$ cat src/rtl/hsc_pkg.sv
/*
 * Shared constants for the halt and standby controller: register map,
 * field positions, reset values, halt settings and timing counts.
 * Assumes a single 25 MHz clock and an AHB-Lite register bus.
 */
package hsc_pkg;

  // ********************************************************
  // Clock and timing
  // ********************************************************
  localparam int          CLK_PERIOD_NS   = 40;
  localparam int          OSC_PER_STATE   = 2;
  localparam int          ENTRY_CLOCKS    = 3;
  localparam logic [1:0]  ENTRY_CNT_LOAD  = 2'(ENTRY_CLOCKS - 1);

  // ********************************************************
  // Register offsets (byte addresses)
  // ********************************************************
  localparam logic [7:0]  CTRL_OFFSET     = 8'h00;
  localparam logic [7:0]  WARM_OFFSET     = 8'h04;
  localparam logic [7:0]  STAT_OFFSET     = 8'h08;

  // ********************************************************
  // Control register fields and reset values
  // ********************************************************
  localparam int          CTRL_WD_EN_BIT  = 0;
  localparam int          CTRL_MODE_LSB   = 1;
  localparam int          CTRL_KEEP_BIT   = 3;
  localparam int          CTRL_XOSC_BIT   = 4;
  localparam logic        WD_EN_RESET     = 1'b1;
  localparam logic        KEEP_RESET      = 1'b0;
  localparam logic        XOSC_RESET      = 1'b1;
  localparam int          WARM_WIDTH      = 16;
  localparam logic [15:0] WARM_RESET      = 16'h0100;

  // ********************************************************
  // Status register fields
  // ********************************************************
  localparam int          STAT_STOP_BIT   = 2;
  localparam int          STAT_SCLK_BIT   = 3;
  localparam int          STAT_PCLK_BIT   = 4;
  localparam int          STAT_PEND_BIT   = 5;
  localparam int          STAT_PPRI_LSB   = 6;
  localparam int          STAT_NEW_BIT    = 9;
  localparam int          STAT_NPRI_LSB   = 10;
  localparam int          STAT_BREL_BIT   = 13;

  // ********************************************************
  // Halt settings and controller states
  // ********************************************************
  typedef enum logic [1:0] {
    HSC_MODE_RUN   = 2'h0,
    HSC_MODE_STOP  = 2'h1,
    HSC_MODE_LIGHT = 2'h2,
    HSC_MODE_PERIPH = 2'h3
  } hsc_mode_type;

  localparam hsc_mode_type MODE_RESET = HSC_MODE_RUN;

  typedef enum logic [1:0] {
    HSC_ST_RUN   = 2'b00,
    HSC_ST_ENTER = 2'b01,
    HSC_ST_HALT  = 2'b11,
    HSC_ST_WARM  = 2'b10
  } hsc_state_type;

  localparam logic [1:0]  HTRANS_NONSEQ   = 2'h2;

endpackage
$ cat src/rtl/hsc_halt_standby_control.sv
/*
 * Halt and standby controller: stop signal, warm-up before the system
 * clock resumes, held-back wake requests during halt entry and ordered
 * release of pending requests to the core, plus watchdog enable.
 * Assumes the core and interrupt controller run on clk_i, and one
 * AHB-Lite master reaches the registers.
 */
// Register access over AHB-Lite and the register offsets were chosen for this implementation.
// Contract
// - Stop setting plus executed halt instruction drives the internal stop signal high.
// - Drive keep enable set holds the stop signal low regardless.
// - One state equals two oscillator cycles.
// - Stop release with external oscillator runs warm-up before system clock resumes.
// - Watchdog is enabled out of reset; software disables it explicitly.
// - Peripherals and watchdog keep running while the bus is released.
// - Wake request in last 3 entry clocks of light idle or stop is held pending.
// - Run and peripheral idle settings have no missed-wake window.
// - Later interrupt releases halt; higher priority of both is serviced first.
// - Outside the entry window an interrupt releases any halt setting.
module hsc_halt_standby_control
  import hsc_pkg::*;
(
  input  wire logic        clk_i,         // 25 MHz high speed clock
  input  wire logic        sys_rst_i,     // Synchronous reset, active high
  // AHB-Lite slave
  input  wire logic        hsel_i,        // Slave select
  input  wire logic [31:0] haddr_i,       // Byte address
  input  wire logic [1:0]  htrans_i,      // Transfer type
  input  wire logic        hwrite_i,      // Write when high
  input  wire logic [2:0]  hsize_i,       // Transfer size (word only)
  input  wire logic        hready_i,      // Bus ready
  input  wire logic [31:0] hwdata_i,      // Write data
  output logic      [31:0] hrdata_o,      // Read data
  output logic             hreadyout_o,   // Slave ready
  output logic             hresp_o,       // Always OKAY
  // Core and interrupt controller
  input  wire logic        halt_exec_i,   // Halt instruction executed, pulse
  input  wire logic        irq_valid_i,   // Wake capable request, pulse
  input  wire logic [2:0]  irq_prio_i,    // Priority of request
  input  wire logic        bus_release_i, // External bus granted away
  input  wire logic        svc_ready_i,   // Core takes the offered request
  output logic             svc_valid_o,   // Request offered to core
  output logic      [2:0]  svc_prio_o,    // Priority of offered request
  output logic             halted_o,      // Core held in halt
  output logic             stop_o,        // Internal stop signal
  output logic             sys_clk_en_o,  // System clock enable
  output logic             periph_clk_en_o, // Peripheral block clock enable
  output logic             watchdog_en_o, // Watchdog enable
  output logic             state_tick_o   // One pulse per state
);

  // ********************************************************
  // Registers
  // ********************************************************
  hsc_state_type       state_reg;
  hsc_state_type       state_next;
  hsc_mode_type        mode_reg;
  logic                wd_en_reg;
  logic                keep_reg;
  logic                xosc_reg;
  logic [15:0]         warm_len_reg;
  logic [15:0]         warm_cnt_reg;
  logic [1:0]          entry_cnt_reg;
  logic                tick_reg;
  logic                stop_reg;
  logic                sclk_reg;
  logic                pclk_reg;
  logic                pend_v_reg;
  logic [2:0]          pend_p_reg;
  logic                new_v_reg;
  logic [2:0]          new_p_reg;
  logic                wr_pend_reg;
  logic [7:0]          wr_addr_reg;
  logic [31:0]         rdata_reg;

  logic                window_hold;
  logic                svc_take;
  logic                pick_pend;
  logic                ahb_req;
  logic [31:0]         stat_word;

  // ********************************************************
  // State strobe
  // ********************************************************
  // A state is two oscillator cycles; the strobe marks its end
  always_ff @(posedge clk_i) begin
    if (sys_rst_i) begin
      tick_reg <= 1'b0;
    end else begin
      tick_reg <= ~tick_reg;
    end
  end

  assign state_tick_o = tick_reg;

  // ********************************************************
  // Halt sequencer
  // ********************************************************
  // Light idle and stop close the wake path before entry completes
  assign window_hold = (mode_reg == HSC_MODE_STOP) || (mode_reg == HSC_MODE_LIGHT);

  always_comb begin
    state_next = state_reg;
    unique case (state_reg)
      HSC_ST_RUN: begin
        if (halt_exec_i) begin
          state_next = HSC_ST_ENTER;
        end
      end
      HSC_ST_ENTER: begin
        if (irq_valid_i && !window_hold) begin
          state_next = HSC_ST_RUN;
        end else if (entry_cnt_reg == 2'h0) begin
          state_next = HSC_ST_HALT;
        end
      end
      HSC_ST_HALT: begin
        if (irq_valid_i) begin
          if (mode_reg == HSC_MODE_STOP && xosc_reg) begin
            state_next = HSC_ST_WARM;
          end else begin
            state_next = HSC_ST_RUN;
          end
        end
      end
      HSC_ST_WARM: begin
        if (warm_cnt_reg == 16'h0000 && tick_reg) begin
          state_next = HSC_ST_RUN;
        end
      end
    endcase
  end

  always_ff @(posedge clk_i) begin
    if (sys_rst_i) begin
      state_reg <= HSC_ST_RUN;
    end else begin
      state_reg <= state_next;
    end
  end

  always_ff @(posedge clk_i) begin
    if (sys_rst_i) begin
      entry_cnt_reg <= 2'h0;
    end else if (state_reg == HSC_ST_RUN) begin
      entry_cnt_reg <= ENTRY_CNT_LOAD;
    end else if (state_reg == HSC_ST_ENTER && entry_cnt_reg != 2'h0) begin
      entry_cnt_reg <= entry_cnt_reg - 2'h1;
    end
  end

  // Warm-up counts whole states, so its length is in units of two clocks
  always_ff @(posedge clk_i) begin
    if (sys_rst_i) begin
      warm_cnt_reg <= 16'h0000;
    end else if (state_reg != HSC_ST_WARM) begin
      warm_cnt_reg <= warm_len_reg;
    end else if (tick_reg && warm_cnt_reg != 16'h0000) begin
      warm_cnt_reg <= warm_cnt_reg - 16'h0001;
    end
  end

  // ********************************************************
  // Clock and stop outputs
  // ********************************************************
  always_ff @(posedge clk_i) begin
    if (sys_rst_i) begin
      stop_reg <= 1'b0;
    end else begin
      stop_reg <= (state_next == HSC_ST_HALT) && (mode_reg == HSC_MODE_STOP)
                  && !keep_reg;
    end
  end

  always_ff @(posedge clk_i) begin
    if (sys_rst_i) begin
      sclk_reg <= 1'b1;
    end else begin
      sclk_reg <= !(state_next == HSC_ST_WARM) &&
                  !((state_next == HSC_ST_HALT) && window_hold);
    end
  end

  // Bus release deliberately does not gate the peripheral block
  always_ff @(posedge clk_i) begin
    if (sys_rst_i) begin
      pclk_reg <= 1'b1;
    end else begin
      pclk_reg <= !(state_next == HSC_ST_WARM) &&
                  !((state_next == HSC_ST_HALT) && window_hold);
    end
  end

  assign stop_o          = stop_reg;
  assign sys_clk_en_o    = sclk_reg;
  assign periph_clk_en_o = pclk_reg;
  assign watchdog_en_o   = wd_en_reg;
  assign halted_o        = (state_reg == HSC_ST_HALT) || (state_reg == HSC_ST_WARM);

  // ********************************************************
  // Held and new wake requests
  // ********************************************************
  // Two slots: one held during entry, one that ends the halt
  assign pick_pend   = pend_v_reg && (!new_v_reg || pend_p_reg >= new_p_reg);
  assign svc_valid_o = (state_reg == HSC_ST_RUN) && (pend_v_reg || new_v_reg);
  assign svc_prio_o  = pick_pend ? pend_p_reg : new_p_reg;
  assign svc_take    = svc_valid_o && svc_ready_i;

  // Capture takes priority over a same-cycle service clear
  always_ff @(posedge clk_i) begin
    if (sys_rst_i) begin
      pend_v_reg <= 1'b0;
      pend_p_reg <= 3'h0;
    end else if (irq_valid_i && state_reg == HSC_ST_ENTER && window_hold) begin
      pend_v_reg <= 1'b1;
      pend_p_reg <= irq_prio_i;
    end else if (svc_take && pick_pend) begin
      pend_v_reg <= 1'b0;
    end
  end

  always_ff @(posedge clk_i) begin
    if (sys_rst_i) begin
      new_v_reg <= 1'b0;
      new_p_reg <= 3'h0;
    end else if (irq_valid_i && (state_reg == HSC_ST_HALT ||
                 (state_reg == HSC_ST_ENTER && !window_hold))) begin
      new_v_reg <= 1'b1;
      new_p_reg <= irq_prio_i;
    end else if (svc_take && !pick_pend) begin
      new_v_reg <= 1'b0;
    end
  end

  // ********************************************************
  // AHB-Lite slave
  // ********************************************************
  // Zero wait states; read data is captured in the address phase
  assign ahb_req     = hsel_i && hready_i && htrans_i == HTRANS_NONSEQ;
  assign hreadyout_o = 1'b1;
  assign hresp_o     = 1'b0;
  assign hrdata_o    = rdata_reg;

  always_comb begin
    stat_word                           = 32'h0000_0000;
    stat_word[1:0]                      = state_reg;
    stat_word[STAT_STOP_BIT]            = stop_reg;
    stat_word[STAT_SCLK_BIT]            = sclk_reg;
    stat_word[STAT_PCLK_BIT]            = pclk_reg;
    stat_word[STAT_PEND_BIT]            = pend_v_reg;
    stat_word[STAT_PPRI_LSB +: 3]       = pend_p_reg;
    stat_word[STAT_NEW_BIT]             = new_v_reg;
    stat_word[STAT_NPRI_LSB +: 3]       = new_p_reg;
    stat_word[STAT_BREL_BIT]            = bus_release_i;
  end

  always_ff @(posedge clk_i) begin
    if (sys_rst_i) begin
      wr_pend_reg <= 1'b0;
      wr_addr_reg <= 8'h00;
    end else begin
      wr_pend_reg <= ahb_req && hwrite_i && hsize_i == 3'h2;
      wr_addr_reg <= haddr_i[7:0];
    end
  end

  always_ff @(posedge clk_i) begin
    if (sys_rst_i) begin
      rdata_reg <= 32'h0000_0000;
    end else if (ahb_req && !hwrite_i && haddr_i[31:8] == 24'h00_0000) begin
      unique case (haddr_i[7:0])
        CTRL_OFFSET: rdata_reg <= {27'h0, xosc_reg, keep_reg, mode_reg, wd_en_reg};
        WARM_OFFSET: rdata_reg <= {16'h0000, warm_len_reg};
        STAT_OFFSET: rdata_reg <= stat_word;
        default:     rdata_reg <= 32'h0000_0000;
      endcase
    end else begin
      rdata_reg <= 32'h0000_0000;
    end
  end

  always_ff @(posedge clk_i) begin
    if (sys_rst_i) begin
      wd_en_reg <= WD_EN_RESET;
      mode_reg  <= MODE_RESET;
      keep_reg  <= KEEP_RESET;
      xosc_reg  <= XOSC_RESET;
    end else if (wr_pend_reg && wr_addr_reg == CTRL_OFFSET) begin
      wd_en_reg <= hwdata_i[CTRL_WD_EN_BIT];
      mode_reg  <= hsc_mode_type'(hwdata_i[CTRL_MODE_LSB +: 2]);
      keep_reg  <= hwdata_i[CTRL_KEEP_BIT];
      xosc_reg  <= hwdata_i[CTRL_XOSC_BIT];
    end
  end

  always_ff @(posedge clk_i) begin
    if (sys_rst_i) begin
      warm_len_reg <= WARM_RESET;
    end else if (wr_pend_reg && wr_addr_reg == WARM_OFFSET) begin
      warm_len_reg <= hwdata_i[WARM_WIDTH-1:0];
    end
  end

endmodule

$ cat config.mk
export PLATFORM = sky130hd
export DESIGN_NAME = hsc_halt_standby_control
export DESIGN_NICKNAME = d
export VERILOG_FILES = /design/src/rtl/hsc_pkg.sv /design/src/rtl/hsc_halt_standby_control.sv
export SDC_FILE = /design/constraint.sdc
export NUM_CORES = 1
export LEC_CHECK = 0
export BUFFER_PORTS_ARGS = -buffer_cell sky130_fd_sc_hd__buf_4
export CORE_UTILIZATION = 45
export CTS_BUF_LIST = sky130_fd_sc_hd__clkbuf_8
export DETAILED_ROUTE_END_ITERATION = 10
export GPL_TIMING_DRIVEN = 0
export PLACE_DENSITY = 0.77
export RECOVER_POWER = 50
export SLEW_MARGIN = 40
export SYNTH_ARGS = -nofsm -noshare
export SYNTH_HDL_FRONTEND = slang
export SYNTH_SLANG_ARGS = --single-unit
$ cat constraint.sdc
create_clock -name clk_i -period 2.34 [get_ports clk_i]
set_input_delay 0.234 -clock clk_i [delete_from_list [all_inputs] [get_ports clk_i]]
set_output_delay 0.234 -clock clk_i [all_outputs]
set_load 0.01 [all_outputs]
==> impl_metrics.toml <==
[synth]
ys_ff_latch = 77
yosys_warnings = 0
syn_inst = 383
synth_area_um2 = 3510
ys.flop_type = "dfxtp_1"
synth_edf_count = 0
synth-seq-area-share_pct = 43.9
async_flop_share_pct = 0
synth.distinct_cells = 49
avgSynthCellArea_um2 = 9.18

[clock_tree]
h-tree-depth = 3
holdBufCountCts = 0
cts_root_buffer = "clkbuf_8"
cts.reportedPaths.clkPinSlew_ps = 70
numCtsBuffers = 9
clkLatencyLatePin_ps = 350
cts_max_path_buffers = 2
clkSinkCount = 77
cts_tree = "built"

[timing]
setup_tns_ps = 0
max_freq_ghz = 0.446
finClkSkew_ps = 7.09
final-hold-violation-count = 0
final.period_utilization_pct = 95.9
max_slew_margin_pct = 56.5
fin_crit_ps = 2240
setup_viol = 0
worst_slew_pin_slew_ps = 646
fin_hold_ws_ps = 91.1
slew_viol_final = 0

[cells_and_area]
layout_common_cells = "buf_4, dfxtp_1, nor2_1"
drive_above_1_share_pct = 23.9
instances_no_fill = 605
design_area_um2 = 4560
area_growth_pct = 29.8
fillers = 666
final_common_cell = "buf_4"
nNetsFinal = 589
n_antenna_cell = 0

[global_route]
overflow = 0
grt_pass1_vias = 3026
grt_usage_pct = 21.6
grt_max_degree = 13
antenna_found_initial = 0
grt_pass1_wl_um = 13900

[critical_path]
slowest_delay_ps = 350
crit_path_end_kind = "output port"
crit_fanout = 4
critPathKind = "flop to output port"
crit_arrival_ps = 2010
worst_path_max_delay_cell = "mux2_2"
r2r_cells = 8
path_cells = "inv_1 -> ha_1 -> nand2b_4 -> a21oi_2 -> o21ai_2 -> nand2_2 -> mux2_2 -> buf_4"
cp.required_ps = 2110
cp-start-kind = "flop"

[floorplanning]
rows = 31
start_util_pct = 47.4
die_w_um = 90.4
die_area_um2 = 8170
die_height_um = 90.4
ios = 125
core_area_um2 = 7410

[place]
dpl-instance-area_um2 = 4370
dp.cells = 587
gp_congestion = 0.843
numPortBuffers = 89
dpl.hpwl_um = 6560

[drt]
via_count = 3102
drt_pass1_iterations = 5
maxUsedRoutingLayer = "met4"
ant_nets = 0
drc = 0
drt-initial-drc-count = 93
wl_met1_um = 3840
wl_met2_um = 4270
wl_per_cell_um = 14.3
wl_met3_um = 377
wl_um = 8650
viasPerCell = 5.13

[status]
status = "finished clean"

[power_and_ir_drop]
power.density_nw_per_um2 = 634
ir_drop_mv = 0.334
finalPower_mw = 2.89
leakage_nw = 1.97

[min_path]
hp-class = "input port to flop"
holdPathStages = 2

[job]
drv_cap = 0
## cells in the mapped netlist, types with 2 or more instances
library cell	number	area share (%)
and2_1	5	0.89
nand2_1	19	2.0
nor4_1	14	2.5
xor2_1	2	0.50
a41oi_1	2	0.50
xnor2_1	8	2.0
nor2b_1	16	2.8
a311oi_1	4	1.0
a22oi_1	10	2.1
nor2_1	59	6.3
a21oi_1	7	1.0
nor4b_2	2	0.85
o211ai_1	2	0.43
nand2b_1	2	0.36
dfxtp_1	77	44
a21o_1	3	0.64
nor4bb_1	3	0.85
conb_1	2	0.21
mux2_2	3	0.96
and3_1	5	0.89
a211oi_1	10	2.1
nand3_1	3	0.43
o21ai_0	12	1.7
mux2i_1	29	8.3
ha_1	7	2.5
buf_4	20	4.3
a211o_1	3	0.75
clkbuf_1	15	1.6
or4_1	3	0.64
inv_1	9	0.96
nor3_1	8	1.1
buf_1	2	0.21
## kinds of logic (layout without fill, tap and decap cells)
logic type      Yosys count  in the layout  share of synthesized area [%]
compound gates           56             56                           11.0
xor+xnor                 10             10                           2.49
fa+ha+maj                 7              7                           2.49
buf+inv                  48            155                           7.30
flops                    77             77                           43.9
mux                      32             32                           9.22
other cells               2             18                          0.214
simple gates            151            151                           23.5
## layer usage
layer / track usage [%] / vias up
met3: 4.12 / 14
met1: 25.6 / 1460
met2: 37.8 / 78
li1: - / 1550
met4: 9.68 / 0
met5: 0 / -
## worst paths after layout
kind | startpoint | end | slack [ps]
worst max-delay path | pend_p_reg[0] | svc_prio_o[1] | 100
worst min-delay path | svc_ready_i | pend_v_reg | 90
worst max register to register | warm_cnt_reg[1] | warm_cnt_reg[11] | 400
worst min register to register | entry_cnt_reg[1] | entry_cnt_reg[1] | 500
## power breakdown
part | internal, mW | switching [mW]
clock network | 0.728 | 0.465
logic | 0.175 | 0.173
registers | 1.33 | 0.0182
total | 2.24 | 0.656
## per-stage QoR
step	util, %	setup WS [ps]
final	61.6	95.8
after global placement	58.9	129
after global routing	61.6	-10.4
after detailed placement	58.9	122
after floorplan	-	592
after CTS	62.3	13.7
## critical path, delay by kind of cell, from the launching register on
family / cells / cell delay, ps
and+or+nand+nor: 2 / 270
muxes: 1 / 350
DFF: 1 / 340
buffers and inverters: 2 / 200
AOI/OAI and AO/OA: 2 / 220
adders and majority gates: 1 / 290
## layout make-up
type / instances / area [um^2] / area share [%]
plain buffers: 38 / 219 / 4.80
well taps: 99 / 124 / 2.71
inverters: 10 / 37.5 / 0.823
flip-flops and latches: 77 / 1540 / 33.8
repair buffers: 91 / 601 / 13.2
multi-input cells: 274 / 1800 / 39.4
clock buffers: 10 / 138 / 3.02
clock inverters: 6 / 103 / 2.25
## repair_timing
item | 4_1_cts | 5_1_grt
setup endpoints to repair | 3 | 3
gates cloned | 0 | 0
buffers inserted | 1 | 1
pin swaps | 1 | 2
gates resized for setup | 1 | 5
Note: power is estimated with default switching activity, not from simulation.
